$ cat config.mk
export PLATFORM = sky130hd
export DESIGN_NAME = grid_dimming_timing
export DESIGN_NICKNAME = d
export VERILOG_FILES = /design/src/grid_dimming_pkg.sv /design/src/grid_dimming_timing.sv /design/src/input_sync.sv /design/src/payload_capture.sv
export SDC_FILE = /design/constraint.sdc
export NUM_CORES = 1
export LEC_CHECK = 0
export ABC_AREA = 1
export BUFFER_PORTS_ARGS = -buffer_cell sky130_fd_sc_hd__buf_4
export CORE_MARGIN = 4
export CORE_UTILIZATION = 40
export DETAILED_ROUTE_END_ITERATION = 8
export GPL_ROUTABILITY_DRIVEN = 0
export SYNTH_ARGS = -nofsm -noshare
export SYNTH_HDL_FRONTEND = slang
export SYNTH_SLANG_ARGS = --single-unit
$ cat constraint.sdc
create_clock -name clock -period 5.7 [get_ports clock]
set_input_delay 0.57 -clock clock [delete_from_list [all_inputs] [get_ports clock]]
set_output_delay 0.57 -clock clock [all_outputs]
set_load 0.01 [all_outputs]
$ cat src/grid_dimming_pkg.sv
// constants shared by the grid and dimming timing block
// Contract
// - segment outputs stay low from reset until the first segment payload is latched
// - display enables on the cycle the first segment payload latch completes
// - a segment payload enables display even before any dimming value was loaded
// - grid period lasts 2048 oscillator periods
// - grid on-time steps in 1/2048 of the period from a 10-bit dimming code
// - codes 0 to 1016 give on-time of code oscillator periods
// - codes 1017 to 1022 clamp the on-time at 1016.5 oscillator periods
// - role select low and sync input low makes the device master
// - role select high makes the device the cascade slave
// - slave aligns its grid and segment phases to the master's sync output
// - each phase has blanking of 2 then 5.5 oscillator periods
// - last payload bit high loads dimming, low loads segment pattern
// - bits 1-42 drive segments in phase one, bits 43-84 in phase two
// - payload latches on the high-to-low edge of the load input
// - display-off input low forces segments low, grids keep cycling
package grid_dimming_pkg;
  localparam int CLK_NS           = 50;
  localparam int OSC_PERIOD_NS    = 2000;
  // grid timing counts half oscillator periods so the 5.5 blank is exact
  localparam int HALF_TICK_CYCLES = OSC_PERIOD_NS / (2 * CLK_NS);
  localparam int OSC_PER_GRID     = 2048;
  localparam int POS_W            = 12;
  localparam logic [POS_W-1:0] BLANK1_HALF  = 12'h004;
  localparam logic [POS_W-1:0] BLANK2_HALF  = 12'h00b;
  localparam logic [POS_W-1:0] CLAMP_HALF   = 12'h7f1;
  localparam int DIM_W            = 10;
  localparam logic [DIM_W-1:0] DIM_LIN_MAX  = 10'h3f8;
  localparam logic [DIM_W-1:0] DIM_RESET    = 10'h000;
  localparam int SEG_N            = 42;
  localparam int SEG_BITS         = 84;
  localparam int PAYLOAD_BITS     = 86;
  localparam int TYPE_POS         = 0;
  localparam int SOURCE_POS       = 1;
  localparam int DATA_LSB         = 2;
  localparam logic [11:0] CTRL_ADDR   = 12'h000;
  localparam logic [11:0] STATUS_ADDR = 12'h004;
  localparam logic [11:0] DIM_ADDR    = 12'h008;
  localparam int CTRL_FORCE_OFF   = 0;
  localparam int ST_DISPLAY_ON    = 0;
  localparam int ST_SLAVE         = 1;
  localparam int ST_PHASE         = 2;
  localparam int ST_DIM_LSB       = 16;
endpackage : grid_dimming_pkg

$ cat src/grid_dimming_timing.sv
// grid phase generator, dimming modulator, blanking and cascade control with apb access
`timescale 1ns/1ps
`default_nettype none
module grid_dimming_timing #(
  parameter int HALF_TICK = grid_dimming_pkg::HALF_TICK_CYCLES
) (
  input  wire logic                             clock,
  input  wire logic                             rst_b,
  input  wire logic                             serialClock,
  input  wire logic                             serialData,
  input  wire logic                             serialLoad,
  input  wire logic                             displayOff_b,
  input  wire logic                             cascadeRoleSelect,
  input  wire logic                             cascadeSyncInput,
  output var  logic                             firstGridDrive,
  output var  logic                             secondGridDrive,
  output var  logic                             gridSyncOut,
  output var  logic [grid_dimming_pkg::SEG_N-1:0] segmentOutputs,
  input  wire logic                             psel,
  input  wire logic                             penable,
  input  wire logic                             pwrite,
  input  wire logic [11:0]                      paddr,
  input  wire logic [31:0]                      pwdata,
  output var  logic [31:0]                      prdata,
  output var  logic                             pready,
  output var  logic                             pslverr
);
  localparam int TICK_W = $clog2(HALF_TICK + 1);
  localparam logic [TICK_W-1:0] TICK_LAST = TICK_W'(HALF_TICK - 1);
  localparam int PHASE_BIT = grid_dimming_pkg::POS_W - 1;

  typedef enum logic [1:0] {
    ROLE_MASTER = 2'b00,
    ROLE_SLAVE  = 2'b01
  } role_t;

  // pin inputs
  logic [5:0]  pinsSynced;
  logic        clkS;
  logic        dataS;
  logic        loadS;
  logic        offS_b;
  logic        roleS;
  logic        syncS;
  logic        clkPrev;
  logic        loadPrev;
  logic        syncPrev;
  logic        shiftEdge;
  logic        loadFall;
  logic        syncRise;

  // latched payloads
  logic [grid_dimming_pkg::SEG_BITS-1:0] segLatch;
  logic [grid_dimming_pkg::DIM_W-1:0]    dimLatch;
  logic                                  segLoaded;
  logic                                  dimLoaded;

  // timing state
  role_t                             role;
  logic [TICK_W-1:0]                 tickCnt;
  logic                              halfTick;
  logic [grid_dimming_pkg::POS_W-1:0] gridPos;
  logic [grid_dimming_pkg::POS_W-1:0] phasePos;
  logic                              phase;
  logic                              periodStart;
  logic [grid_dimming_pkg::DIM_W-1:0] activeDim;
  logic [grid_dimming_pkg::POS_W-1:0] onHalf;
  logic [grid_dimming_pkg::POS_W-1:0] onEnd;
  logic                              gridOn;
  logic                              displayOn;
  logic                              forceOff;
  logic [grid_dimming_pkg::SEG_N-1:0] next_segments;

  // bus
  logic        apbAccess;
  logic        apbWrite;
  logic        apbRead;
  logic        addrHit;
  logic [31:0] readMux;

  input_sync #(
    .W(6)
  ) u_sync (
    .clock  (clock),
    .rst_b  (rst_b),
    .pinIn  ({serialClock, serialData, serialLoad, displayOff_b,
              cascadeRoleSelect, cascadeSyncInput}),
    .synced (pinsSynced)
  );

  assign {clkS, dataS, loadS, offS_b, roleS, syncS} = pinsSynced;

  always_ff @(posedge clock) begin
    if (!rst_b) begin
      clkPrev  <= 1'b0;
      loadPrev <= 1'b0;
      syncPrev <= 1'b0;
    end else begin
      clkPrev  <= clkS;
      loadPrev <= loadS;
      syncPrev <= syncS;
    end
  end

  assign shiftEdge = clkS && !clkPrev;
  assign loadFall  = loadPrev && !loadS;
  assign syncRise  = syncS && !syncPrev;

  // master takes source bit 0 payloads, slave takes source bit 1
  payload_capture u_capture (
    .clock        (clock),
    .rst_b        (rst_b),
    .shiftEdge    (shiftEdge),
    .serialData   (dataS),
    .loadFall     (loadFall),
    .acceptSource (role == ROLE_SLAVE),
    .segLatch     (segLatch),
    .dimLatch     (dimLatch),
    .segLoaded    (segLoaded),
    .dimLoaded    (dimLoaded)
  );

  // role strap follows the pin after release; a sync-high master strap
  // is out of spec and is treated as master
  always_ff @(posedge clock) begin
    if (!rst_b) begin
      role <= ROLE_MASTER;
    end else if (roleS) begin
      role <= ROLE_SLAVE;
    end else begin
      role <= ROLE_MASTER;
    end
  end

  // half oscillator period tick
  always_ff @(posedge clock) begin
    if (!rst_b) begin
      tickCnt <= '0;
    end else if ((role == ROLE_SLAVE) && syncRise) begin
      tickCnt <= '0;
    end else if (tickCnt == TICK_LAST) begin
      tickCnt <= '0;
    end else begin
      tickCnt <= tickCnt + TICK_W'(1);
    end
  end

  assign halfTick = (tickCnt == TICK_LAST);

  // gridPos counts 4096 half periods: upper bit picks the grid phase
  always_ff @(posedge clock) begin
    if (!rst_b) begin
      gridPos <= '0;
    end else if ((role == ROLE_SLAVE) && syncRise) begin
      gridPos <= '0;
    end else if (halfTick) begin
      gridPos <= gridPos + 12'h001;
    end
  end

  assign phase       = gridPos[PHASE_BIT];
  assign phasePos    = {1'b0, gridPos[PHASE_BIT-1:0]};
  assign periodStart = (gridPos == '0) && (tickCnt == '0);

  // latching mid-period would cut the running grid pulse short
  always_ff @(posedge clock) begin
    if (!rst_b) begin
      activeDim <= grid_dimming_pkg::DIM_RESET;
    end else if (periodStart) begin
      activeDim <= dimLatch;
    end
  end

  // on-time in half periods: two per code step, clamped near half duty
  always_comb begin
    if (activeDim <= grid_dimming_pkg::DIM_LIN_MAX) begin
      onHalf = {1'b0, activeDim, 1'b0};
    end else begin
      onHalf = grid_dimming_pkg::CLAMP_HALF;
    end
  end

  // lead blank then on-time; the tail of the phase is the second blank,
  // so a clamped pulse leaves exactly the 5.5 period gap
  assign onEnd  = grid_dimming_pkg::BLANK1_HALF + onHalf;
  assign gridOn = (phasePos >= grid_dimming_pkg::BLANK1_HALF) && (phasePos < onEnd);

  always_ff @(posedge clock) begin
    if (!rst_b) begin
      firstGridDrive  <= 1'b0;
      secondGridDrive <= 1'b0;
      gridSyncOut     <= 1'b0;
    end else begin
      firstGridDrive  <= gridOn && !phase;
      secondGridDrive <= gridOn && phase;
      gridSyncOut     <= !phase;
    end
  end

  // stays set once any segment payload latched, dimming loaded or not
  always_ff @(posedge clock) begin
    if (!rst_b) begin
      displayOn <= 1'b0;
    end else if (segLoaded) begin
      displayOn <= 1'b1;
    end
  end

  always_comb begin
    if (phase) begin
      next_segments = segLatch[grid_dimming_pkg::SEG_BITS-1:grid_dimming_pkg::SEG_N];
    end else begin
      next_segments = segLatch[grid_dimming_pkg::SEG_N-1:0];
    end
    if (!offS_b || forceOff) begin
      next_segments = '0;
    end
    if (!displayOn && !segLoaded) begin
      next_segments = '0;
    end
  end

  // segment register takes the new pattern one cycle after the latch, while segLoaded is high
  always_ff @(posedge clock) begin
    if (!rst_b) begin
      segmentOutputs <= '0;
    end else if (segLoaded && !phase && offS_b && !forceOff) begin
      segmentOutputs <= segOrderedNow(1'b0);
    end else if (segLoaded && phase && offS_b && !forceOff) begin
      segmentOutputs <= segOrderedNow(1'b1);
    end else begin
      segmentOutputs <= next_segments;
    end
  end

  // picks the phase half from the latch of the current cycle
  function automatic logic [grid_dimming_pkg::SEG_N-1:0] segOrderedNow(input logic ph);
    if (ph) begin
      segOrderedNow = segLatch[grid_dimming_pkg::SEG_BITS-1:grid_dimming_pkg::SEG_N];
    end else begin
      segOrderedNow = segLatch[grid_dimming_pkg::SEG_N-1:0];
    end
  endfunction : segOrderedNow

  // apb slave: one wait state, pready pulses on the second access cycle
  assign apbAccess = psel && penable && !pready;
  assign apbWrite  = apbAccess && pwrite;
  assign apbRead   = apbAccess && !pwrite;
  assign addrHit   = (paddr == grid_dimming_pkg::CTRL_ADDR)
                  || (paddr == grid_dimming_pkg::STATUS_ADDR)
                  || (paddr == grid_dimming_pkg::DIM_ADDR);

  always_ff @(posedge clock) begin
    if (!rst_b) begin
      forceOff <= 1'b0;
    end else if (apbWrite && (paddr == grid_dimming_pkg::CTRL_ADDR)) begin
      forceOff <= pwdata[grid_dimming_pkg::CTRL_FORCE_OFF];
    end
  end

  always_comb begin
    readMux = 32'h0000_0000;
    unique case (paddr)
      grid_dimming_pkg::CTRL_ADDR: begin
        readMux[grid_dimming_pkg::CTRL_FORCE_OFF] = forceOff;
      end
      grid_dimming_pkg::STATUS_ADDR: begin
        readMux[grid_dimming_pkg::ST_DISPLAY_ON] = displayOn;
        readMux[grid_dimming_pkg::ST_SLAVE]      = (role == ROLE_SLAVE);
        readMux[grid_dimming_pkg::ST_PHASE]      = phase;
        readMux[grid_dimming_pkg::ST_DIM_LSB +: grid_dimming_pkg::DIM_W] = activeDim;
      end
      grid_dimming_pkg::DIM_ADDR: begin
        readMux[grid_dimming_pkg::DIM_W-1:0] = dimLatch;
      end
      default: begin
        readMux = 32'h0000_0000;
      end
    endcase
  end

  always_ff @(posedge clock) begin
    if (!rst_b) begin
      pready  <= 1'b0;
      pslverr <= 1'b0;
    end else begin
      pready  <= apbAccess;
      pslverr <= apbAccess && !addrHit;
    end
  end

  always_ff @(posedge clock) begin
    if (!rst_b) begin
      prdata <= 32'h0000_0000;
    end else if (apbRead) begin
      prdata <= readMux;
    end else if (apbAccess) begin
      prdata <= 32'h0000_0000;
    end
  end

  // dimLoaded is not observed anywhere; it only feeds this unused net
  logic unusedDimLoaded;
  assign unusedDimLoaded = dimLoaded;
endmodule : grid_dimming_timing
`default_nettype wire

$ cat src/input_sync.sv
// two-stage synchroniser for the pin inputs
`timescale 1ns/1ps
`default_nettype none
module input_sync #(
  parameter int W = 1
) (
  input  wire logic         clock,
  input  wire logic         rst_b,
  input  wire logic [W-1:0] pinIn,
  output var  logic [W-1:0] synced
);
  logic [W-1:0] stage1;

  always_ff @(posedge clock) begin
    if (!rst_b) begin
      stage1 <= '0;
      synced <= '0;
    end else begin
      stage1 <= pinIn;
      synced <= stage1;
    end
  end
endmodule : input_sync
`default_nettype wire

$ cat src/payload_capture.sv
// serial payload shift register and segment/dimming latches
`timescale 1ns/1ps
`default_nettype none
module payload_capture (
  input  wire logic                                clock,
  input  wire logic                                rst_b,
  input  wire logic                                shiftEdge,
  input  wire logic                                serialData,
  input  wire logic                                loadFall,
  input  wire logic                                acceptSource,
  output var  logic [grid_dimming_pkg::SEG_BITS-1:0] segLatch,
  output var  logic [grid_dimming_pkg::DIM_W-1:0]    dimLatch,
  output var  logic                                segLoaded,
  output var  logic                                dimLoaded
);
  logic [grid_dimming_pkg::PAYLOAD_BITS-1:0] shiftReg;
  logic [grid_dimming_pkg::SEG_BITS-1:0]     segOrdered;
  logic [grid_dimming_pkg::DIM_W-1:0]        dimOrdered;
  logic                                      accept;

  // oversize payloads simply push older bits out
  always_ff @(posedge clock) begin
    if (!rst_b) begin
      shiftReg <= '0;
    end else if (shiftEdge) begin
      shiftReg <= {shiftReg[grid_dimming_pkg::PAYLOAD_BITS-2:0], serialData};
    end
  end

  // first bit shifted in is bit 1, so reverse into natural order
  genvar i;
  generate
    for (i = 0; i < grid_dimming_pkg::SEG_BITS; i++) begin : g_seg
      assign segOrdered[i] = shiftReg[grid_dimming_pkg::PAYLOAD_BITS - 1 - i];
    end
    for (i = 0; i < grid_dimming_pkg::DIM_W; i++) begin : g_dim
      assign dimOrdered[i] = shiftReg[grid_dimming_pkg::DATA_LSB
                                      + grid_dimming_pkg::DIM_W - 1 - i];
    end
  endgenerate

  assign accept = loadFall && (shiftReg[grid_dimming_pkg::SOURCE_POS] == acceptSource);

  always_ff @(posedge clock) begin
    if (!rst_b) begin
      segLatch  <= '0;
      dimLatch  <= grid_dimming_pkg::DIM_RESET;
      segLoaded <= 1'b0;
      dimLoaded <= 1'b0;
    end else begin
      segLoaded <= 1'b0;
      dimLoaded <= 1'b0;
      if (accept && shiftReg[grid_dimming_pkg::TYPE_POS]) begin
        dimLatch  <= dimOrdered;
        dimLoaded <= 1'b1;
      end else if (accept) begin
        segLatch  <= segOrdered;
        segLoaded <= 1'b1;
      end
    end
  end
endmodule : payload_capture
`default_nettype wire

# [Word-level counts from Yosys, hierarchy flattened]
# Cells that the tools add are included.
[op_classes] add_sub_neg=3 multipliers=0 div=0 magnitude_cmp=3 eq_ne=5 shifts=0 mux=14 n_bitwise=2 n_reduce_logical=45
[ops] cell="42-bit 2-to-1 mux" count=5
[ops] cell="26-bit 2-to-1 mux" count=2
[ops] cell="12-bit logical NOT" count=2
[ops] cell="1-bit logical AND" count=23
[ops] cell="12-bit by 1-bit adder with 12-bit output, second input constant" count=1
[ops] cell="3-bit by 12-bit adder with 12-bit output, first input constant" count=1
[ops] cell="12-bit by 3-bit == test with 1-bit output, second input constant" count=1
[ops] cell="12-bit by 4-bit == test with 1-bit output, second input constant" count=1
[ops] cell="11-bit by 12-bit < comparator with 1-bit output" count=1
[ops] cell="11-bit by 3-bit greater-or-equal comparator with 1-bit output, second input constant" count=1
[ops] cell="1-bit logical NOT" count=11
[ops] cell="11-bit 2-to-1 mux" count=1
[ops] cell="10-bit less-or-equal comparator, second input constant" count=1
[ops] cell="10-bit 2-to-1 mux" count=1
[ops] cell="7-bit 2-to-1 mux" count=1
[ops] cell="5-bit by 1-bit adder with 5-bit output, second input constant" count=1
[ops] cell="5-bit == test, second input constant" count=1
[ops] cell="5-bit logical NOT" count=1
[ops] cell="2-bit case mux with 2 select lines" count=1
[ops] cell="2-bit OR reduction" count=2
[ops] cell="1-bit logical OR" count=3
[ops] cell="1-bit case mux with 3 select lines" count=1
[ops] cell="3-bit OR reduction" count=1
[ops] cell="2-bit by 1-bit == test with 1-bit output, second input constant" count=1
[ops] cell="5 further kinds" count=7
[word_totals] register_bits=294 latchBits=0 ramBits=0 rom_bits=0 input_bits=55 wordCells=94 mem_count=0

# [Logic depth before layout (Yosys ltp)]
# Gate-level depths: netlist of run 1.
[logic_depth] depth_word=6 ltp_mapped=17 depth_no_buf=17

# [Modules after synthesis]
# A second synthesis of run 1 with hierarchy kept.
[unflattened] cells_unflattened=1504 hier_area_um2=11489.8
[by_module_without_submodules] module="payload_capture" instances=1 cells_per_inst=896 area_per_inst_um2=6844.1 seq_area_each_um2=3643.5
[by_module_without_submodules] module="grid_dimming_timing" instances=1 cells_per_inst=571 area_per_inst_um2=4304.1 seq_area_each_um2=2001.9
[by_module_without_submodules] module="input_sync" instances=1 cells_per_inst=37 area_per_inst_um2=341.6 seq_area_each_um2=240.2

# [Worst setup path after synthesis of run 1]
# OpenSTA, ideal clock, no wires.
[synth_path] kind="reg-to-reg" startpoint="reg activeDim[3] in the netlist's numbering" endpoint="reg secondGridDrive" setup_time_ps=64 arrival_time_ps=2027 required_ps=5636 setup_slack_ps=3609 path_stages_with_launch=17 n_path_buf=0 path_cell_list="dfxtp_1 inv_1 nor2_1 nand3_1 nand2_1 inv_1 ha_1 nand2_1 nor2_1 nand4_1 xor2_1 ha_1 a21oi_1 nand2_1 nor2_1 nand2_1 nor2_1"
[synth_via] elab_chain_len=6
[synth_lines] item="from (decl)" line="grid_dimming_timing.sv:66" source="logic [grid_dimming_pkg::DIM_W-1:0] activeDim;"
[synth_lines] item="from (signal assigned)" line="grid_dimming_timing.sv:168" source="activeDim <= grid_dimming_pkg::DIM_RESET;"
[synth_lines] item="from (signal assigned)" line="grid_dimming_timing.sv:170" source="activeDim <= dimLatch;"
[synth_lines] item="10-bit less-or-equal comparator" line="grid_dimming_timing.sv:176" source="if (activeDim <= grid_dimming_pkg::DIM_LIN_MAX) begin"
[synth_lines] item="11-bit 2-to-1 mux *" line="grid_dimming_timing.sv:176"
[synth_lines] item="3-bit by 12-bit adder with 12-bit output *" line="grid_dimming_timing.sv:185" source="assign onEnd = grid_dimming_pkg::BLANK1_HALF + onHalf;"
[synth_lines] item="11-bit by 12-bit < comparator with 1-bit output *" line="grid_dimming_timing.sv:186" source="assign gridOn = (phasePos >= grid_dimming_pkg::BLANK1_HALF) && (phasePos < onEnd);"
[synth_lines] item="1-bit logical AND *" line="grid_dimming_timing.sv:186"
[synth_lines] item="1-bit logical AND *" line="grid_dimming_timing.sv:195" source="secondGridDrive <= gridOn && phase;"
[synth_lines] item="to (signal assigned)" line="grid_dimming_timing.sv:195"
[synth_lines] item="to (decl)" line="grid_dimming_timing.sv:16" source="output var logic secondGridDrive,"
# Every way passes the cells marked *; elsewhere a longest branch is shown, timed or not.
# A chain may end at the register's enable or synchronous reset.

# [Worst setup path after layout of run 1]
[layout_path] startpoint="reg role[0]" endpoint="reg u_capture.segLatch[28] in the netlist's numbering"
[layout_via] elab_chain_len=6
[layout_lines] item="from (decl)" line="grid_dimming_timing.sv:59" source="role_t role;"
[layout_lines] item="from (signal assigned)" line="grid_dimming_timing.sv:127" source="role <= ROLE_MASTER;"
[layout_lines] item="from (signal assigned)" line="grid_dimming_timing.sv:129" source="role <= ROLE_SLAVE;"
[layout_lines] item="from (signal assigned)" line="grid_dimming_timing.sv:131" source="role <= ROLE_MASTER;"
[layout_lines] item="2-bit by 1-bit == test with 1-bit output *" line="grid_dimming_timing.sv:116" source=".acceptSource (role == ROLE_SLAVE),"
[layout_lines] item="1-bit == test *" line="payload_capture.sv:42" source="assign accept = loadFall && (shiftReg[grid_dimming_pkg::SOURCE_POS] == acceptSource);"
[layout_lines] item="1-bit logical AND *" line="payload_capture.sv:42"
[layout_lines] item="1-bit logical AND" line="payload_capture.sv:53" source="if (accept && shiftReg[grid_dimming_pkg::TYPE_POS]) begin"
[layout_lines] item="1-bit inverter (no source line)"
[layout_lines] item="2-bit AND reduction (no source line) *"
[layout_lines] item="to (signal assigned)" line="payload_capture.sv:57" source="segLatch <= segOrdered;"
[layout_lines] item="to (decl)" line="payload_capture.sv:11" source="output var logic [grid_dimming_pkg::SEG_BITS-1:0] segLatch,"
# Marked as above.

==> flow_metrics.py, run 1 <==
metrics = {
    "sta": {
        "setup_viol": 0,
        "fmax_mhz": 305,
        "skew_ps": 9.09,
        "final-hold-violation-count": 0,
        "setup_tns_ps": 0,
        "fin_crit_ps": 3280,
        "fin_ws_ps": 2420,
        "drv_slew": 0,
        "slew_headroom": 0.205,
        "rsz0062_at_grt": "false",
        "tightest_slew_ps": 1190,
        "finalCritPeriodShare": 0.575,
    },
    "logic_synthesis": {
        "synthAdderAreaFrac": 0.0174,
        "ys_async_sr_fraction": 0,
        "synth_top_flop_cell": "dfxtp_1",
        "synth-edff-count": 0,
        "postSynthAreaPerCell_um2": 7.76,
        "synth_area_um2": 10800,
        "yosys-top-cells-area": "dfxtp_1 54%, nor2_1 14%, o21ai_0 6.8%",
        "synth-seq-cells": 293,
        "synthSimpleGateAreaFrac": 0.230,
        "synth_area_leader_cell": "dfxtp_1",
        "yosysWarnings": 0,
        "synth_compound_area_frac": 0.137,
        "synth_top_family_by_area": "simple AND/OR/NAND/NOR gates",
        "synth_xor_area_frac": 0.00894,
        "syn_inst": 1388,
        "ys_seq_area_frac": 0.544,
        "synthDistinctLibCells": 34,
        "muxShareOfSynthArea": 0,
        "synth_top_area_share": 0.544,
    },
    "job": {
        "maxCapViolCount": 0,
    },
    "run_status": {
        "outcome": "finished clean",
    },
    "power_and_ir_drop": {
        "p_sw_frac": 0.219,
        "power_frac_comb": 0.045,
        "power_leakage_nw": 5.63,
        "p_int_w": 0.00338,
        "power_frac_seq": 0.500,
        "ir_worst_vdd_mv": 0.187,
        "pwr-share-clk": 0.455,
        "p_per_area_nw_per_um2": 345,
        "power.net_switching_w": 0.000947,
    },
    "clock_network": {
        "cts_setup_buffers": 0,
        "clock_sinks": 293,
        "hold_buffers": 0,
        "clockRootBuffer": "clkbuf_16",
        "postCtsResizedCells": 0,
        "h-tree-depth": 1,
        "cts_tree": "yes",
        "insertion_delay_ps": 540,
        "clk_pin_slew_ps": 60,
        "ctsLongestPathBuffers": 3,
        "cts_buffers": 31,
    },
    "worst_setup_path": {
        "critical_path_arrival_ps": 3710,
        "start_kind": "flop",
        "max_stage_delay_ps": 810,
        "cpMostUsedCell": "nor2_1",
        "crit_fanout": 84,
        "worstPathCellList": "nor2_1, nor3b_2, nand2_1, nor2_4, buf_4, clkinv_2, buf_4, nor2_1, nor2_1",
        "critPathKind": "flop to flop",
        "critPathCaptureType": "flop",
        "required_ps": 6130,
        "slowest_stage": "clkinv_2",
    },
    "placement": {
        "dp_slack_ps": 2360,
        "port_buffers": 90,
        "dp_hpwl_mm": 14.2,
    },
    "cells_and_area": {
        "multi_input_area_um2": 4290,
        "nFillCells": 2637,
        "nNetsFinal": 1507,
        "synthToLayoutAreaGrowth_pct": 16.4,
        "drive_above_1_share": 0.108,
        "final_util": 0.477,
        "diodes": 0,
        "register_area_um2": 5870,
    },
    "floorplanning": {
        "start_util": 0.410,
        "core_area_um2": 26300,
        "die_w_um": 172,
        "dieArea_um2": 29600,
        "num_rows": 59,
        "io_pins": 134,
        "die_h_um": 172,
    },
    "grt": {
        "track_usage": 0.165,
        "grt_max_degree": 112,
        "globalRouteOverflowTotal": 0,
        "grt_pass1_vias": 8232,
        "antenna_found_initial": 0,
        "grt_pass1_wl_mm": 41.1,
    },
    "route": {
        "avgViaCountPerCell": 4.88,
        "wire_per_inst_um": 13.7,
        "wirelength_mm": 24.5,
        "drtIter0Drc": 754,
        "dr_total_vias": 8738,
        "ant_nets": 0,
        "drc": 0,
        "first_pass_iters": 5,
    },
    "min_path": {
        "min_path_type": "primary input to flop",
    },
}
-- cell type report --
| class | count | share of cell area |
|---|---|---|
| clock inverter | 5 | 0.00599 |
| tap | 335 | 0.0334 |
| inverter | 59 | 0.0179 |
| sequential | 293 | 0.468 |
| timing repair buffer | 97 | 0.0591 |
| multi-input combinational | 955 | 0.342 |
| clock buffer | 48 | 0.0741 |
-- flip-flops by register name, indices dropped and copies added (netlist names), 5 cells and up --
register            flops
u_capture.shiftReg     86
u_capture.segLatch     84
segmentOutputs         42
prdata                 20
gridPos                12
activeDim              10
u_capture.dimLatch     10
u_sync.stage1           6
u_sync.synced           6
tickCnt                 5
-- worst max-delay path, delay by kind of cell, from the launching register on --
kind	cells	cell delay, ps
AND/OR/NAND/NOR	6	640
buffers and inverters	3	2030
flip-flops	1	440
-- Yosys cell counts, drive strengths merged, types with 2 or more instances --
cell type  number
a21oi          81
a31oi           4
buf            35
clkbuf         57
clkinv          3
dfxtp         293
ha             15
inv            56
nand2         160
nand3          36
nand3b          2
nand4           6
nor2          406
nor3            8
nor4            3
o2111ai         2
o21ai         199
or2             5
xnor2           4
xor2            7
-- worst paths after layout --
path	slack, ps	end	start	cells after the start
worst max-delay path	2420	u_capture.segLatch[28]	role[0]	9
worst min-delay path	210	u_sync.stage1[3]	serialLoad	3
worst max register to register	2420	u_capture.segLatch[28]	role[0]	9
worst min register to register	410	role[0]	u_sync.synced[1]	2
-- placed cells by master (no fill, tap or decap), drive strengths merged, types with 3 or more instances in the layout --
master	instances
nor2	406
dfxtp	293
o21ai	199
nand2	160
buf	97
a21oi	81
inv	54
clkbuf	48
nand3	36
ha	15
conb	12
nor3	8
clkinv	8
xor2	7
nand4	6
or2	5
xnor2	4
a31oi	4
nor4	3
-- per-stage QoR --
step	instances	power, W	cell area (um^2)	hold slack [ps]
2_1_floorplan	1399	0.00235	10800	390
3_3_place_gp	1739	0.00240	11500	401
3_5_place_dp	1739	0.00240	11500	401
4_1_cts	1792	0.00438	12500	193
5_1_grt	1792	0.00451	12500	205
6_report	1792	0.00433	12500	213
-- cells by family after synthesis --
kind of cell	Yosys count
XOR/XNOR	11
buffers and inverters	151
adder cells (fa/ha/maj)	15
AND/OR/NAND/NOR	627
other	1
AO/OA/AOI/OAI	290
flip-flops	293
-- power groups by stage --
stage | Combinational [W] | Clock, W | Sequential [W]
2_1_floorplan | 0.000158 | 0 | 0.00219
3_3_place_gp | 0.000194 | 0 | 0.00220
3_5_place_dp | 0.000198 | 0 | 0.00220
4_1_cts | 0.000199 | 0.00202 | 0.00216
5_1_grt | 0.000231 | 0.00211 | 0.00217
6_report | 0.000196 | 0.00197 | 0.00216
-- routing by layer --
| layer | vias up | global-route usage | part of all wire |
|---|---|---|---|
| li1 | 4531 | - | - |
| met1 | 4021 | 0.240 | 0.51 |
| met2 | 156 | 0.259 | 0.43 |
| met3 | 30 | 0.0267 | 0.050 |
| met4 | 0 | 0.0355 | 0.013 |
| met5 | - | 0 | 0 |
(Power assumes the default switching activity.)
==> inputs of run 2 (changes only) <==
==> constraint.sdc (replaced) <==
create_clock -name clock -period 2.7 [get_ports clock]
set_input_delay 0.27 -clock clock [delete_from_list [all_inputs] [get_ports clock]]
set_output_delay 0.27 -clock clock [all_outputs]
set_load 0.01 [all_outputs]
==> flow_metrics.py, run 2 (synthesized netlist as in run 1, its figures left out) <==
metrics = {
    "power_and_ir_drop": {
        "p_int_w": 0.00688,
        "p_sw_frac": 0.228,
        "power_frac_comb": 0.049,
        "pwr-share-clk": 0.439,
        "power_leakage_nw": 5.67,
        "p_per_area_nw_per_um2": 706,
        "power.net_switching_w": 0.00203,
        "ir_worst_vdd_mv": 0.351,
        "power_frac_seq": 0.512,
    },
    "placement": {
        "place_area_um2": 11600,
        "port_buffers": 90,
        "dp_hpwl_mm": 15.1,
    },
    "sta": {
        "slew_headroom": 0.349,
        "final-hold-violation-count": 0,
        "holdWs_ps": 18.6,
        "setup_tns_ps": 0,
        "fin_crit_ps": 2370,
        "drv_slew": 0,
        "tightest_slew_ps": 976,
        "setup_viol": 0,
        "skew_ps": 10.9,
        "fmax_mhz": 422,
        "finalCritPeriodShare": 0.877,
        "rsz0062_at_grt": "false",
    },
    "cells_and_area": {
        "stdcell_area_um2": 12600,
        "synthToLayoutAreaGrowth_pct": 17.1,
        "diodes": 0,
        "reg_top3": "u_capture.shiftReg (86), u_capture.segLatch (84), segmentOutputs (42)",
        "final_cell_mix": "402 x nor2_1, 291 x dfxtp_1, 160 x nand2_1",
        "final_util": 0.480,
        "regMostFlops": "u_capture.shiftReg",
        "drive_above_1_share": 0.111,
        "largest_reg_flops": 86,
        "nNetsFinal": 1520,
        "final_common_cell": "nor2_1",
    },
    "grt": {
        "grt_pass1_vias": 8420,
        "grt_pass1_wl_mm": 42.3,
        "track_usage": 0.170,
        "grt_max_degree": 88,
        "globalRouteOverflowTotal": 0,
        "antenna_found_initial": 0,
    },
    "route": {
        "wire_per_inst_um": 14.2,
        "avgViaCountPerCell": 4.88,
        "first_pass_iters": 5,
        "dr_total_vias": 8806,
        "drtIter0Drc": 659,
        "drc": 0,
        "wirelength_mm": 25.7,
        "ant_nets": 0,
    },
    "worst_setup_path": {
        "start_kind": "flop",
        "critical_path_arrival_ps": 2850,
        "critPathKind": "flop to flop",
        "required_ps": 3180,
        "critPathCaptureType": "flop",
        "crit_fanout": 5,
        "r2r_slack_ps": 330,
    },
    "floorplanning": {
        "num_rows": 59,
        "start_util": 0.410,
        "core_area_um2": 26300,
        "die_h_um": 172,
        "io_pins": 134,
        "dieArea_um2": 29600,
        "die_w_um": 172,
    },
    "clock_network": {
        "insertion_delay_ps": 550,
        "cts_tree": "yes",
        "clockRootBuffer": "clkbuf_16",
        "h-tree-depth": 1,
        "cts_buffers": 30,
        "ctsLongestPathBuffers": 3,
        "clk_pin_slew_ps": 60,
        "cts_setup_buffers": 0,
        "clock_sinks": 293,
    },
    "run_status": {
        "outcome": "finished clean",
    },
    "job": {
        "maxCapViolCount": 0,
    },
    "min_path": {
        "min_path_type": "primary input to flop",
    },
}
==> run 2: changes by cell type in the layout (fill, tap and decap cells not counted), moves of 2 or more <==
cell / change
buf_12: +2
buf_4: +5
bufinv_16: -2
clkbuf_1: +2
clkbuf_8: -3
dlygate4sd3_1: +7
inv_2: +2
==> run 2: layout make-up <==
cell class | count | area (um^2)
Fill cell | 2607 | 13700
Sequential cell | 293 | 5870
Multi-Input combinational cell | 955 | 4290
Clock buffer | 47 | 896
Timing Repair Buffer | 111 | 888
Tap cell | 335 | 419
Inverter | 59 | 221
Clock inverter | 6 | 33.8
==> run 2: per-layer routing <==
layer  share of wire  global-route usage  vias up  wire, um
met5               0                   0        -         0
met3           0.046              0.0277       30      1170
met2            0.43               0.266      165     11100
met1            0.51               0.249     4043     13100
met4           0.014              0.0393        0       365
li1                -                   -     4568         -
==> run 2: repair_timing <==
item                       CTS  global route
resized for setup            0             2
hold endpoints to repair     7             0
hold buffers                 7             0
setup endpoints to repair    0             2
==> run 2: worst max-delay path: stages (launching register included) <==
cell and delay [ps]:
dfxtp_1 410, nand2_1 90, nor2_1 190, nand3_1 120
nand2_1 80, inv_1 60, ha_1 210, nand2_1 90
nor2_1 50, nand4_1 80, xor2_1 190, ha_1 270
a21oi_1 150, nand2_1 70, nor2_1 80, nand2_1 70
nor2_1 80
==> run 2: metrics by stage <==
step | instances | worst slack (ps) | total power, W
after floorplan | 1399 | 609 | 0.00496
after global placement | 1746 | 356 | 0.00507
after detailed placement | 1746 | 291 | 0.00508
after CTS | 1806 | 259 | 0.00901
after global routing | 1806 | 4.23 | 0.00928
final | 1806 | 333 | 0.00891
==> run 2: power groups by stage <==
stage | sequential, W | clock, W | combinational [W]
3_3_place_gp | 0.00465 | 0 | 0.000419
6_report | 0.00456 | 0.00391 | 0.000438
2_1_floorplan | 0.00463 | 0 | 0.000333
4_1_cts | 0.00456 | 0.00401 | 0.000442
5_1_grt | 0.00458 | 0.00419 | 0.000509
3_5_place_dp | 0.00465 | 0 | 0.000430
==> run 2: worst paths after layout <==
| check | from | to | cells after the start |
|---|---|---|---|
| min reg2reg | u_sync.stage1[4] | u_sync.synced[4] | 2 |
| min | pwdata[0] | forceOff | 3 |
| max reg2reg | activeDim[7] | firstGridDrive | 16 |
| max | activeDim[7] | firstGridDrive | 16 |
